## config.mk

```make
export PLATFORM = sky130hd
export DESIGN_NAME = dio_io_ports
export DESIGN_NICKNAME = d
export VERILOG_FILES = /design/src/hw/dio_pkg.sv /design/src/hw/dio_io_ports.sv /design/src/hw/dio_trigger.sv
export SDC_FILE = /design/constraint.sdc
export NUM_CORES = 1
export LEC_CHECK = 0
export BUFFER_PORTS_ARGS = -buffer_cell sky130_fd_sc_hd__buf_2
export CORE_MARGIN = 5
export CORE_UTILIZATION = 47
export DETAILED_ROUTE_END_ITERATION = 10
export PLACE_DENSITY = 0.67
export SYNTH_ARGS = -nofsm -noshare
export SYNTH_HDL_FRONTEND = slang
export SYNTH_HIERARCHICAL = 1
export SYNTH_SLANG_ARGS = --single-unit
```

## constraint.sdc

```tcl
create_clock -name core_clk -period 1.8 [get_ports core_clk]
set_input_delay 0.18 -clock core_clk [delete_from_list [all_inputs] [get_ports core_clk]]
set_output_delay 0.18 -clock core_clk [all_outputs]
set_load 0.01 [all_outputs]
```

## src/hw/dio_pkg.sv

```systemverilog
// Package with register map, field positions and carrier types for the digital I/O block
package dio_pkg;

    // Register byte addresses: printed offsets 0..7 are not multiples of four, yet each index is used unscaled as its address
    localparam int unsigned PORT_A_IDX = 0;
    localparam int unsigned PORT_B_IDX = 1;
    localparam int unsigned PORT_C_IDX = 2;
    localparam int unsigned PORT_C_ALLOW_IDX = 5;
    localparam int unsigned MODE_CTRL_IDX = 6;
    localparam int unsigned PORT_C_PENDING_IDX = 7;
    localparam int unsigned IRQ_STATUS_IDX = 8;
    localparam int unsigned IRQ_MASK_IDX = 9;

    localparam logic [3:0] ADDR_PORT_A = 4'(PORT_A_IDX);
    localparam logic [3:0] ADDR_PORT_B = 4'(PORT_B_IDX);
    localparam logic [3:0] ADDR_PORT_C = 4'(PORT_C_IDX);
    localparam logic [3:0] ADDR_PORT_C_ALLOW = 4'(PORT_C_ALLOW_IDX);
    localparam logic [3:0] ADDR_MODE_CTRL = 4'(MODE_CTRL_IDX);
    localparam logic [3:0] ADDR_PORT_C_PENDING = 4'(PORT_C_PENDING_IDX);
    localparam logic [3:0] ADDR_IRQ_STATUS = 4'(IRQ_STATUS_IDX);
    localparam logic [3:0] ADDR_IRQ_MASK = 4'(IRQ_MASK_IDX);

    // Mode control register field positions
    localparam int unsigned EXT_PENDING_BIT = 7;
    localparam int unsigned EXT_ALLOW_BIT = 6;
    localparam int unsigned EXT_TRIG_LSB = 4;
    localparam int unsigned HIGH_TRIG_LSB = 2;
    localparam int unsigned LOW_TRIG_LSB = 0;

    // Block status register: bit 0 Port C pending, bit 1 external pending
    localparam int unsigned STAT_PORT_C_BIT = 0;
    localparam int unsigned STAT_EXT_BIT = 1;

    // Reset values: latches released so every channel reads as an input
    localparam logic [7:0] LATCH_RESET = 8'hFF;
    localparam logic [7:0] BYTE_RESET = 8'h00;
    localparam logic [1:0] TRIG_RESET = 2'h0;
    localparam logic [1:0] STAT_RESET = 2'h0;

    localparam int unsigned SYNC_STAGES = 3;

    // AXI4-Lite responses
    localparam logic [1:0] RESP_OKAY = 2'h0;
    localparam logic [1:0] RESP_SLVERR = 2'h2;

    typedef enum logic [1:0] {
        TRIG_LEVEL_LOW = 2'b00,
        TRIG_LEVEL_HIGH = 2'b01,
        TRIG_FALL = 2'b10,
        TRIG_RISE = 2'b11
    } dio_trig_e;

    typedef struct packed {
        logic [7:0] portA;
        logic [7:0] portB;
        logic [7:0] portC;
    } dio_ports_s;

    typedef struct packed {
        logic [7:0] portCAllow;
        logic extAllow;
        dio_trig_e extTrig;
        dio_trig_e highTrig;
        dio_trig_e lowTrig;
    } dio_irq_cfg_s;

endpackage : dio_pkg

```

## src/hw/dio_io_ports.sv

```systemverilog
// Three eight-bit open-collector I/O ports with Port C and external interrupts, AXI4-Lite slave
module dio_io_ports
    import dio_pkg::*;
#(
    parameter int unsigned CHANNELS = 8
)
(
    input wire logic core_clk, // 200 MHz clock
    input wire logic sys_rst, // Synchronous reset, active high
    input wire logic [3:0] s_axi_awaddr, // Write address, byte
    input wire logic s_axi_awvalid, // Write address valid
    output logic s_axi_awready, // Write address ready
    input wire logic [31:0] s_axi_wdata, // Write data
    input wire logic [3:0] s_axi_wstrb, // Write byte strobes
    input wire logic s_axi_wvalid, // Write data valid
    output logic s_axi_wready, // Write data ready
    output logic [1:0] s_axi_bresp, // Write response
    output logic s_axi_bvalid, // Write response valid
    input wire logic s_axi_bready, // Write response ready
    input wire logic [3:0] s_axi_araddr, // Read address, byte
    input wire logic s_axi_arvalid, // Read address valid
    output logic s_axi_arready, // Read address ready
    output logic [31:0] s_axi_rdata, // Read data
    output logic [1:0] s_axi_rresp, // Read response
    output logic s_axi_rvalid, // Read data valid
    input wire logic s_axi_rready, // Read data ready
    input wire dio_ports_s portIn, // Channel pin levels
    output dio_ports_s portOut, // Channel driver output, always zero
    output dio_ports_s portOe, // Channel driver on (sinks low)
    input wire logic extIrqIn, // External interrupt pin
    output logic irq // Interrupt, level, active high
);

    localparam int unsigned PORTS_W = 3 * CHANNELS;

    dio_ports_s latch_q;
    dio_irq_cfg_s cfg_q;
    logic [CHANNELS-1:0] portCPending;
    logic extPending;
    logic [1:0] stat_q;
    logic [1:0] mask_q;
    logic irq_q;
    logic [PORTS_W-1:0] sync1_q;
    logic [PORTS_W-1:0] sync2_q;
    logic [PORTS_W-1:0] sync3_q;
    logic [PORTS_W-1:0] pinLevel_q;
    logic extSync1_q;
    logic extSync2_q;
    logic extSync3_q;
    logic extLevel_q;
    logic extLevelPrev_q;
    logic [CHANNELS-1:0] portCPrev_q;
    dio_ports_s oe_q;

    logic [3:0] awaddr_q;
    logic awHeld_q;
    logic [31:0] wdata_q;
    logic [3:0] wstrb_q;
    logic wHeld_q;
    logic bvalid_q;
    logic [1:0] bresp_q;
    logic arready_q;
    logic rvalid_q;
    logic [31:0] rdata_q;
    logic [1:0] rresp_q;

    logic doWrite;
    logic wrLane0;
    logic [7:0] wrByte;
    logic [CHANNELS-1:0] portCAck;
    logic extAck;
    logic [1:0] statEvent;
    logic [1:0] pendingPrev_q;
    logic [31:0] rdValue;
    logic rdHit;
    dio_ports_s readPorts;

    // Write channel: address and data taken independently, response once both held
    assign doWrite = awHeld_q && wHeld_q && !bvalid_q;
    assign wrLane0 = doWrite && wstrb_q[0];
    assign wrByte = wdata_q[7:0];

    always_ff @(posedge core_clk)
    begin
        if (sys_rst)
        begin
            awHeld_q <= 1'b0;
            awaddr_q <= 4'h0;
        end
        else if (s_axi_awvalid && !awHeld_q)
        begin
            awHeld_q <= 1'b1;
            awaddr_q <= s_axi_awaddr;
        end
        else if (doWrite)
            awHeld_q <= 1'b0;
    end

    always_ff @(posedge core_clk)
    begin
        if (sys_rst)
        begin
            wHeld_q <= 1'b0;
            wdata_q <= 32'h0000_0000;
            wstrb_q <= 4'h0;
        end
        else if (s_axi_wvalid && !wHeld_q)
        begin
            wHeld_q <= 1'b1;
            wdata_q <= s_axi_wdata;
            wstrb_q <= s_axi_wstrb;
        end
        else if (doWrite)
            wHeld_q <= 1'b0;
    end

    always_ff @(posedge core_clk)
    begin
        if (sys_rst)
        begin
            bvalid_q <= 1'b0;
            bresp_q <= RESP_OKAY;
        end
        else if (doWrite)
        begin
            bvalid_q <= 1'b1;
            bresp_q <= rdHitW(awaddr_q) ? RESP_OKAY : RESP_SLVERR;
        end
        else if (s_axi_bready)
            bvalid_q <= 1'b0;
    end

    function automatic logic rdHitW(input logic [3:0] a);
        rdHitW = (a == ADDR_PORT_A) || (a == ADDR_PORT_B) || (a == ADDR_PORT_C)
            || (a == ADDR_PORT_C_ALLOW) || (a == ADDR_MODE_CTRL)
            || (a == ADDR_PORT_C_PENDING) || (a == ADDR_IRQ_STATUS) || (a == ADDR_IRQ_MASK);
    endfunction : rdHitW

    assign s_axi_awready = !awHeld_q;
    assign s_axi_wready = !wHeld_q;
    assign s_axi_bvalid = bvalid_q;
    assign s_axi_bresp = bresp_q;

    // Latches: one releases the channel, zero drives it low
    always_ff @(posedge core_clk)
    begin
        if (sys_rst)
            latch_q <= '{portA: LATCH_RESET, portB: LATCH_RESET, portC: LATCH_RESET};
        else if (wrLane0)
        begin
            if (awaddr_q == ADDR_PORT_A)
                latch_q.portA <= wrByte;
            if (awaddr_q == ADDR_PORT_B)
                latch_q.portB <= wrByte;
            if (awaddr_q == ADDR_PORT_C)
                latch_q.portC <= wrByte;
        end
    end

    always_ff @(posedge core_clk)
    begin
        if (sys_rst)
            oe_q <= '0;
        else
            oe_q <= ~latch_q;
    end

    assign portOe = oe_q;
    assign portOut = '0;

    always_ff @(posedge core_clk)
    begin
        if (sys_rst)
            cfg_q <= '{portCAllow: BYTE_RESET, extAllow: 1'b0, extTrig: dio_trig_e'(TRIG_RESET),
                highTrig: dio_trig_e'(TRIG_RESET), lowTrig: dio_trig_e'(TRIG_RESET)};
        else if (wrLane0)
        begin
            if (awaddr_q == ADDR_PORT_C_ALLOW)
                cfg_q.portCAllow <= wrByte;
            if (awaddr_q == ADDR_MODE_CTRL)
            begin
                cfg_q.extAllow <= wrByte[EXT_ALLOW_BIT];
                cfg_q.extTrig <= dio_trig_e'(wrByte[EXT_TRIG_LSB +: 2]);
                cfg_q.highTrig <= dio_trig_e'(wrByte[HIGH_TRIG_LSB +: 2]);
                cfg_q.lowTrig <= dio_trig_e'(wrByte[LOW_TRIG_LSB +: 2]);
            end
        end
    end

    // Three-stage synchronisers; a change counts when stages two and three agree
    // Channel stages reset high, the pull-up idle level, so no false edge follows reset
    always_ff @(posedge core_clk)
    begin
        if (sys_rst)
        begin
            sync1_q <= '1;
            sync2_q <= '1;
            sync3_q <= '1;
            pinLevel_q <= '1;
            extSync1_q <= 1'b0;
            extSync2_q <= 1'b0;
            extSync3_q <= 1'b0;
            extLevel_q <= 1'b0;
        end
        else
        begin
            sync1_q <= portIn;
            sync2_q <= sync1_q;
            sync3_q <= sync2_q;
            pinLevel_q <= (sync2_q & sync3_q) | (pinLevel_q & (sync2_q | sync3_q));
            extSync1_q <= extIrqIn;
            extSync2_q <= extSync1_q;
            extSync3_q <= extSync2_q;
            extLevel_q <= (extSync2_q && extSync3_q) || (extLevel_q && (extSync2_q || extSync3_q));
        end
    end

    always_ff @(posedge core_clk)
    begin
        if (sys_rst)
        begin
            portCPrev_q <= '1;
            extLevelPrev_q <= 1'b0;
        end
        else
        begin
            portCPrev_q <= pinLevel_q[CHANNELS-1:0];
            extLevelPrev_q <= extLevel_q;
        end
    end

    // Acknowledge masks from writes at the pending offset and mode control bit 7
    assign portCAck = (wrLane0 && awaddr_q == ADDR_PORT_C_PENDING) ? wrByte : '0;
    assign extAck = wrLane0 && awaddr_q == ADDR_MODE_CTRL && wrByte[EXT_PENDING_BIT];

    // Port C channels: input only where latch released; interrupt view keeps data readable
    genvar ch;
    generate
        for (ch = 0; ch < CHANNELS; ch++)
        begin : gen_port_c_irq
            dio_trigger u_trigger (
                .core_clk(core_clk),
                .sys_rst(sys_rst),
                .level(pinLevel_q[ch]),
                .levelPrev(portCPrev_q[ch]),
                .allow(cfg_q.portCAllow[ch] && latch_q.portC[ch]),
                .trig(ch >= CHANNELS / 2 ? cfg_q.highTrig : cfg_q.lowTrig),
                .ack(portCAck[ch]),
                .pending(portCPending[ch])
            );
        end
    endgenerate

    dio_trigger u_ext_trigger (
        .core_clk(core_clk),
        .sys_rst(sys_rst),
        .level(extLevel_q),
        .levelPrev(extLevelPrev_q),
        .allow(cfg_q.extAllow),
        .trig(cfg_q.extTrig),
        .ack(extAck),
        .pending(extPending)
    );

    // Block status: sticky bits set on rising pending, write-one clears, set wins
    always_ff @(posedge core_clk)
    begin
        if (sys_rst)
            pendingPrev_q <= STAT_RESET;
        else
            pendingPrev_q <= {extPending, |portCPending};
    end

    assign statEvent = {extPending, |portCPending} & ~pendingPrev_q;

    always_ff @(posedge core_clk)
    begin
        if (sys_rst)
            stat_q <= STAT_RESET;
        else if (wrLane0 && awaddr_q == ADDR_IRQ_STATUS)
            stat_q <= statEvent | (stat_q & ~wrByte[1:0]);
        else
            stat_q <= stat_q | statEvent;
    end

    always_ff @(posedge core_clk)
    begin
        if (sys_rst)
            mask_q <= 2'h3;
        else if (wrLane0 && awaddr_q == ADDR_IRQ_MASK)
            mask_q <= wrByte[1:0];
    end

    // Level interrupt follows live pending state, so after an acknowledge it stays high only while an unmasked pending bit remains
    always_ff @(posedge core_clk)
    begin
        if (sys_rst)
            irq_q <= 1'b0;
        else
            irq_q <= (mask_q[STAT_PORT_C_BIT] && |portCPending)
                || (mask_q[STAT_EXT_BIT] && extPending);
    end

    assign irq = irq_q;

    // Read path; channels whose latch drives them low read zero
    assign readPorts = pinLevel_q & latch_q;

    always_comb
    begin
        rdHit = 1'b1;
        rdValue = 32'h0000_0000;
        case (s_axi_araddr)
            ADDR_PORT_A: rdValue[7:0] = readPorts.portA;
            ADDR_PORT_B: rdValue[7:0] = readPorts.portB;
            ADDR_PORT_C: rdValue[7:0] = readPorts.portC;
            ADDR_PORT_C_ALLOW: rdValue[7:0] = cfg_q.portCAllow;
            ADDR_MODE_CTRL: rdValue[7:0] = {extPending, cfg_q.extAllow, cfg_q.extTrig,
                cfg_q.highTrig, cfg_q.lowTrig};
            ADDR_PORT_C_PENDING: rdValue[7:0] = portCPending;
            ADDR_IRQ_STATUS: rdValue[1:0] = stat_q;
            ADDR_IRQ_MASK: rdValue[1:0] = mask_q;
            default: rdHit = 1'b0;
        endcase
    end

    always_ff @(posedge core_clk)
    begin
        if (sys_rst)
        begin
            arready_q <= 1'b1;
            rvalid_q <= 1'b0;
            rdata_q <= 32'h0000_0000;
            rresp_q <= RESP_OKAY;
        end
        else if (s_axi_arvalid && arready_q)
        begin
            arready_q <= 1'b0;
            rvalid_q <= 1'b1;
            rdata_q <= rdValue;
            rresp_q <= rdHit ? RESP_OKAY : RESP_SLVERR;
        end
        else if (rvalid_q && s_axi_rready)
        begin
            arready_q <= 1'b1;
            rvalid_q <= 1'b0;
        end
    end

    assign s_axi_arready = arready_q;
    assign s_axi_rvalid = rvalid_q;
    assign s_axi_rdata = rdata_q;
    assign s_axi_rresp = rresp_q;

endmodule : dio_io_ports

```

## src/hw/dio_trigger.sv

```systemverilog
// One interrupt channel: trigger detection and sticky pending bit with acknowledge
module dio_trigger
    import dio_pkg::*;
(
    input wire logic core_clk, // Clock
    input wire logic sys_rst, // Synchronous reset, active high
    input wire logic level, // Synchronised input level
    input wire logic levelPrev, // Level one cycle earlier
    input wire logic allow, // Channel may raise its pending bit
    input wire dio_trig_e trig, // Trigger mode
    input wire logic ack, // Write-one acknowledge pulse
    output logic pending // Sticky pending bit
);

    logic cond;
    logic pending_q;

    always_comb
    begin
        case (trig)
            TRIG_LEVEL_LOW: cond = !level;
            TRIG_LEVEL_HIGH: cond = level;
            TRIG_FALL: cond = levelPrev && !level;
            TRIG_RISE: cond = !levelPrev && level;
            default: cond = 1'b0;
        endcase
    end

    // Set wins over acknowledge; a live condition keeps the bit set
    always_ff @(posedge core_clk)
    begin
        if (sys_rst)
            pending_q <= 1'b0;
        else if (allow && cond)
            pending_q <= 1'b1;
        else if (ack)
            pending_q <= 1'b0;
    end

    assign pending = pending_q;

endmodule : dio_trigger

```

==> results by group, run 1 <==
Pwr
  • Switching Fraction: 0.2138
  • Net switching power figure: 2.163 mW
  • Share of total power in combinational logic: 0.054
  • Peak supply drop: 0.7055 mV
  • Leakage component of the power: 4.146 nW
  • Clock share of power: 0.456
  • Power density cells: 1038 nW/um2
  • Part of the total power dissipated in sequential elements: 0.490
  • Internal Power: 7.957 mW

Cells and area
  • Design area: 9748 um2
  • Final Instance Count excl. Fillers: 1169
  • Filler cell count: 1497
  • Layout-stage area growth over the synthesis result: 20.98%
  • Share of cells above drive strength 1: 0.2424
  • Leading cell type in the layout, fill and taps excluded: dfxtp_1
  • Number of nets at the end of the flow: 1010
  • Multi-input combinational cell area: 3358 um2
  • Area used by sequential logic in the layout: 4324 um2
  • Number of antenna diodes: 0
  • Commonest cells after routing, fill and taps aside: 216 x dfxtp_1, 91 x nor2_1, 87 x buf_2, 80 x or2_2, 52 x mux2i_1

Yosys
  • Share of cell area taken by muxes after synthesis: 0.06460
  • Adder-cell share of the synthesized area: 0
  • Synthesized cell area: 8058 um2
  • Post-Synthesis Cells: 800
  • Number of enable flip-flop cells after synthesis: 0
  • Register bit total from synthesis: 216
  • Xor/xnor cell area share of the yosys netlist: 0.01957
  • Part of the Yosys area used for sequential elements: 0.5366
  • Compound-gate portion of the synthesized area: 0.1026
  • Warnings from Yosys: 6
  • Largest family of logic cells by synthesized area: simple AND/OR/NAND/NOR gates
  • Share of the synthesized area in the top cell type: 0.5366
  • Synthesized area per cell: 10.07 um2
  • Fraction of registers with async set or reset after synthesis: 0
  • Cell taking the most area after synthesis: dfxtp_1
  • Leading post-synthesis cells by cell area: dfxtp_1 54%, mux2i_1 6.5%, or2_2 6.2%
  • Distinct cell type count of the synthesized netlist: 54
  • Post-synthesis share of cell area spent on and, or, nand and nor gates: 0.2067
  • Synth Flop Type: dfxtp_1

Worst setup path
  • Maximum fanout encountered on the critical timing path: 7
  • Required time worst endpoint: 2.19 ns
  • Start point of the critical path: awHeld_q$_SDFFE_PP0P_
  • Category of the critical setup timing path: reg2reg
  • Signal arrival time at the worst endpoint: 1.97 ns
  • Capture point of the critical path: gen_port_c_irq[2].u_trigger/pending$_SDFFE_PP0P_
  • End of the worst register-to-register path: gen_port_c_irq[2].u_trigger/pending$_SDFFE_PP0P_
  • Kind of capture point of the worst setup path: register
  • Length in cells of the worst reg-to-reg path: 7
  • CP Launch Type: register
  • Worst flop-to-flop path startpoint: awHeld_q$_SDFFE_PP0P_
  • Internal reg-to-reg setup slack: 0.22 ns

Floorplan
  • Area of the die: 19860 um2
  • Number of rows in the core area: 47
  • Core area: 16700 um2
  • Effective utilization at floorplan: 0.4825
  • Die extent in x: 140.9 um
  • Y dimension of the die: 140.9 um
  • I/O pin cnt: 166

Timing
  • Tightest hold margin: 0.04358 ns
  • Maximum clock frequency: 631.2 MHz
  • Final period demand of the worst path: 1.584 ns
  • Number of setup violations in the final report: 0
  • Setup repair after global routing missed its margin: false
  • Max Slew Vio Count: 0
  • Period utilisation layout: 0.8801
  • Aggregate negative setup slack: 0 ns
  • Worst relative slew slack: 0.6232
  • Hold violation total from the final report: 0
  • Final worst clock skew: 0.01130 ns
  • Transition time of the tightest slew-check pin: 0.5644 ns

Clock tree
  • Number of sinks on the clock net: 216
  • Library cell used as clock root buffer: clkbuf_16
  • Later-pin clock latency in the skew report: 0.50 ns
  • Cells resized by post-CTS repair: 0
  • Max Root-Sink Buffers: 3
  • Clock input transition at the sequential cells of the worst setup and hold paths: 0.06 ns
  • Num CTS Buffers: 23
  • Number of setup buffers added after CTS: 0
  • CTS Hold Bufs: 42
  • H-tree level count: 1
  • TritonCTS clock tree: done

GRT
  • Largest net degree at the start of global routing: 68
  • Global-route usage over all layers: 0.1660
  • Vias in the first global route: 5446
  • Grt ovf: 0
  • Initial antenna violation count: 0
  • First-pass GRT wire length: 27410 um

Drt
  • First drt pass iteration count: 5
  • Post-route DRC violation count: 0
  • DRC violation total after the first TritonRoute iteration: 247
  • Avg Vias per Cell: 4.853
  • Routed length per placed instance: 14.16 um
  • Number of nets still failing antenna checks after routing: 0
  • Total Routed Length: 16560 um
  • Vias after detailed routing: 5673

Flow run
  • # Max-Cap Violations: 0

Place
  • Count of buffers inserted at the top-level ports: 88
  • Cell count after placement: 1087
  • Placed Instance Area: 8574 um2
  • Half-perimeter wire length after placement: 11620 um
  • Gp weighted congestion: 0.8467

Hold path
  • Launch instance of the worst min-delay path: s_axi_arvalid
  • Path category of the worst min-delay check: in2reg

Run status
  • Status: finished, final reports clean
## power groups by stage
stage	clock, mW	combinational (mW)	sequential, mW
4_1_cts	4.73	0.549	4.96
6_report	4.61	0.548	4.96
3_5_place_dp	0	0.478	5.07
5_1_grt	4.95	0.612	4.97
2_1_floorplan	0	0.416	5.05
3_3_place_gp	0	0.473	5.06
## layer usage
metal  part of all wire  wire length [um]  GRT usage
met5                  0                 0          0
met1               0.45              7518     0.2208
met3              0.059               973    0.02912
met4              0.022               364    0.04742
met2               0.46              7698     0.2785
## logic make-up after synthesis
group,after synthesis
other,1
flip-flops,216
AND/OR/NAND/NOR,305
buffers and inverters,89
AO/OA/AOI/OAI,119
XOR/XNOR,18
multiplexers,52
## cell usage after synthesis (all sizes together), types with 3 or more instances
library cell,number
dfxtp,216
nor2,91
or2,80
buf,66
mux2i,52
nand2,48
a21oi,47
o21bai,24
clkbuf,18
and2,16
a221oi,12
a22o,10
nand3b,10
nor2b,10
nor3b,10
xnor2,9
xor2,9
nand3,8
nand2b,7
nor4,6
inv,5
nor3,5
a31oi,4
and3,4
a211o,3
o21ai,3
o22ai,3
## critical path, cell delays in order, from the launching register on
cell       delay (ns)
dfxtp_1          0.40
nand4bb_1        0.12
buf_4            0.18
nor3_1           0.19
buf_4            0.19
and2_1           0.13
nor2_1           0.05
a22o_1           0.20
## worst min-delay path by stage
stage,endpoint,cells past startpoint
6_report,s_axi_rresp[1]$_SDFFE_PP0P_,4
5_1_grt,s_axi_rresp[1]$_SDFFE_PP0P_,4
4_1_cts,s_axi_rresp[1]$_SDFFE_PP0P_,4
3_5_place_dp,sync1_q[14]$_SDFF_PP1_,2
3_3_place_gp,sync1_q[6]$_SDFF_PP1_,2
2_1_floorplan,sync1_q[0]$_SDFF_PP1_,1
## state kept, by name (all words and copies together), names as in the netlist, 2 cells and up
signal / count
sync2_q: 24
pinLevel_q: 24
stat_q: 2
wdata_q: 8
gen_port_c_irq.u_trigger/pending: 8
s_axi_rdata: 8
sync3_q: 24
sync1_q: 24
pendingPrev_q: 2
mask_q: 2
awaddr_q: 4
latch_q: 24
portCPrev_q: 8
portOe: 24
cfg_q: 15
## through the flow
stage                     power [mW]    util  setup WS (ns)
final                          10.12  0.5837         0.2158
after global routing           10.54  0.5837        0.08712
after CTS                      10.24  0.5837         0.2139
after detailed placement       5.545  0.5134         0.2323
after global placement         5.536  0.5134         0.2385
after floorplan                5.462       -         0.2893
## layout make-up
cell class                 instances  area share
clock buffer                      32     0.06662
timing repair buffer             144      0.1045
clock inverter                     8     0.01065
multi-input combinational        544      0.3445
sequential                       216      0.4436
tap                              220     0.02824
inverter                           5    0.001925
(Power assumes the default switching activity.)
==> run 2: changes to the inputs <==
--- a/config.mk
+++ b/config.mk
@@ -10,6 +10,7 @@
 export CORE_UTILIZATION = 47
 export DETAILED_ROUTE_END_ITERATION = 10
 export PLACE_DENSITY = 0.67
+export RECOVER_POWER = 100
 export SYNTH_ARGS = -nofsm -noshare
 export SYNTH_HDL_FRONTEND = slang
 export SYNTH_HIERARCHICAL = 1
==> results by group, run 2 (same netlist as run 1, synthesis figures left out) <==
Run status
  • Status: finished, final reports clean

Place
  • Half-perimeter wire length after placement: 11620 um (unchanged)
  • Cell count after placement: 1087 (unchanged)
  • Gp weighted congestion: 0.8467 (unchanged)
  • Count of buffers inserted at the top-level ports: 88 (unchanged)
  • Placed Instance Area: 8574 um2 (unchanged)

GRT
  • Vias in the first global route: 5446 (unchanged)
  • Initial antenna violation count: 0 (unchanged)
  • Grt ovf: 0 (unchanged)
  • Global-route usage over all layers: 0.1660 (unchanged)
  • Largest net degree at the start of global routing: 68 (unchanged)
  • First-pass GRT wire length: 27410 um (unchanged)

Timing
  • Maximum clock frequency: 626.5 MHz (-0.75%)
  • Number of setup violations in the final report: 0 (unchanged)
  • Period utilisation layout: 0.8868 (+0.006656)
  • Transition time of the tightest slew-check pin: 0.9093 ns (+0.3449 ns)
  • Max Slew Vio Count: 0 (unchanged)
  • Final worst clock skew: 0.01135 ns (+0.00005300 ns)
  • Final period demand of the worst path: 1.596 ns (+0.01198 ns)
  • Tightest hold margin: 0.04325 ns (-0.0003232 ns)
  • Worst relative slew slack: 0.3938 (-0.2294)
  • Setup repair after global routing missed its margin: false
  • Aggregate negative setup slack: 0 ns (unchanged)
  • Hold violation total from the final report: 0 (unchanged)

Drt
  • First drt pass iteration count: 5 (unchanged)
  • Length of routed met2 wiring: 7746 um (+0.62%)
  • Vias after detailed routing: 5687 (+0.25%)
  • DRC violation total after the first TritonRoute iteration: 245 (-0.81%)
  • Avg Vias per Cell: 4.865 (+0.25%)
  • Routed metal-1 wire length: 7490 um (-0.37%)
  • Routed length per placed instance: 14.21 um (+0.34%)
  • Post-route DRC violation count: 0 (unchanged)
  • Total Routed Length: 16610 um (+0.34%)
  • Number of nets still failing antenna checks after routing: 0 (unchanged)
  • Top routing layer in use: met4
  • Wire length on met3: 1010 um (+3.8%)

Hold path
  • Launch instance of the worst min-delay path: s_axi_arvalid
  • End point of the worst hold path: s_axi_rresp[1]$_SDFFE_PP0P_
  • Path category of the worst min-delay check: in2reg
  • Worst hold stages: 4 (unchanged)

Clock tree
  • Clock input transition at the sequential cells of the worst setup and hold paths: 0.06 ns (about the same)
  • Num CTS Buffers: 23 (unchanged)
  • CTS Hold Bufs: 42 (unchanged)
  • H-tree level count: 1 (unchanged)
  • Number of sinks on the clock net: 216 (unchanged)
  • Number of setup buffers added after CTS: 0 (unchanged)
  • TritonCTS clock tree: done
  • Cells resized by post-CTS repair: 0 (unchanged)
  • Later-pin clock latency in the skew report: 0.50 ns (about the same)
  • Library cell used as clock root buffer: clkbuf_16
  • Max Root-Sink Buffers: 3 (unchanged)

Floorplan
  • Die extent in x: 140.9 um (unchanged)
  • Effective utilization at floorplan: 0.4825 (unchanged)
  • Y dimension of the die: 140.9 um (unchanged)
  • I/O pin cnt: 166 (unchanged)
  • Area of the die: 19860 um2 (unchanged)
  • Core area: 16700 um2 (unchanged)
  • Number of rows in the core area: 47 (unchanged)

Pwr
  • Net switching power figure: 2.157 mW (-0.32%)
  • Share of total power in combinational logic: 0.052 (-0.002)
  • Power density cells: 1049 nW/um2 (+1.0%)
  • Internal Power: 7.942 mW (-0.19%)
  • Leakage component of the power: 3.953 nW (-4.6%)
  • Switching Fraction: 0.2136 (-0.0002146)
  • Peak supply drop: 0.7039 mV (-0.22%)
  • Part of the total power dissipated in sequential elements: 0.491 (about the same)
  • Clock share of power: 0.456 (about the same)

Flow run
  • # Max-Cap Violations: 0 (unchanged)

Worst setup path
  • Length in cells of the worst reg-to-reg path: 7 (unchanged)
  • Worst flop-to-flop path startpoint: awaddr_q[3]$_SDFFE_PP0P_
  • Kind of capture point of the worst setup path: register
  • Internal reg-to-reg setup slack: 0.20 ns (about the same)
  • Signal arrival time at the worst endpoint: 1.98 ns (about the same)
  • End of the worst register-to-register path: gen_port_c_irq[2].u_trigger/pending$_SDFFE_PP0P_
  • Required time worst endpoint: 2.19 ns (about the same)
  • CP Launch Type: register
  • Category of the critical setup timing path: reg2reg
  • Maximum fanout encountered on the critical timing path: 7 (unchanged)

Cells and area
  • Commonest cells after routing, fill and taps aside: 216 x dfxtp_1, 91 x nor2_1, 80 x or2_2, 52 x mux2i_1, 50 x conb_1
  • Number of antenna diodes: 0 (unchanged)
  • Leading cell type in the layout, fill and taps excluded: dfxtp_1
  • Number of nets at the end of the flow: 1010 (unchanged)
  • Design area: 9627 um2 (-1.2%)
  • Final Instance Count excl. Fillers: 1169 (unchanged)
  • Layout-stage area growth over the synthesis result: 19.47%
  • Share of cells above drive strength 1: 0.1928 (-0.04953)
-- run 2: worst max-delay path by stage --
stage,startpoint,endpoint,slack (ns),cells after the start
5_1_grt,awaddr_q[3]$_SDFFE_PP0P_,cfg_q[0]$_SDFFE_PP0N_,0.06,5
3_5_place_dp,awaddr_q[3]$_SDFFE_PP0P_,latch_q[7]$_SDFFE_PP1P_,0.23,5
4_1_cts,awaddr_q[3]$_SDFFE_PP0P_,gen_port_c_irq[2].u_trigger/pending$_SDFFE_PP0P_,0.21,7
6_report,awaddr_q[3]$_SDFFE_PP0P_,gen_port_c_irq[2].u_trigger/pending$_SDFFE_PP0P_,0.20,7
2_1_floorplan,s_axi_bvalid$_SDFFE_PP0P_,gen_port_c_irq[0].u_trigger/pending$_SDFFE_PP0P_,0.29,6
3_3_place_gp,awaddr_q[3]$_SDFFE_PP0P_,latch_q[3]$_SDFFE_PP1P_,0.24,5
-- run 2: power by group through the flow --
| stage | Combinational (mW) | Sequential, mW | Clock, mW |
|---|---|---|---|
| after floorplan | 0.416 | 5.05 | 0 |
| after global placement | 0.473 | 5.06 | 0 |
| after detailed placement | 0.478 | 5.07 | 0 |
| after CTS | 0.549 | 4.96 | 4.73 |
| after global routing | 0.593 | 4.97 | 4.95 |
| final | 0.529 | 4.96 | 4.61 |
-- run 2: final cells by class --
| cell class | count | area, um2 |
|---|---|---|
| inverter | 5 | 18.77 |
| fill | 1537 | 7074 |
| clock buffer | 32 | 649.4 |
| tap | 220 | 275.3 |
| sequential | 216 | 4324 |
| timing repair buffer | 144 | 922.1 |
| clock inverter | 8 | 103.9 |
| multi-input combinational | 544 | 3333 |
-- run 2: per-stage QoR --
stage	power [mW]	setup WS, ns	util
floorplan	5.462	0.2893	-
global placement	5.536	0.2385	0.5134
detailed placement	5.545	0.2323	0.5134
CTS	10.24	0.2139	0.5837
global route	10.52	0.06292	0.5764
finish	10.10	0.2038	0.5764
-- run 2: critical path: stages (launching register included) --
cell	delay, ns
dfxtp_1	0.33
nand4bb_1	0.19
buf_4	0.18
nor3_1	0.19
buf_4	0.19
and2_1	0.13
nor2_1	0.05
a22o_1	0.22
-- run 2: metal layers --
layer  vias to the layer above  global-route usage
met5                         -                   0
met4                         0             0.04742
met3                        32             0.02912
met2                       170              0.2785
met1                      2598              0.2208
li1                       2887                   -
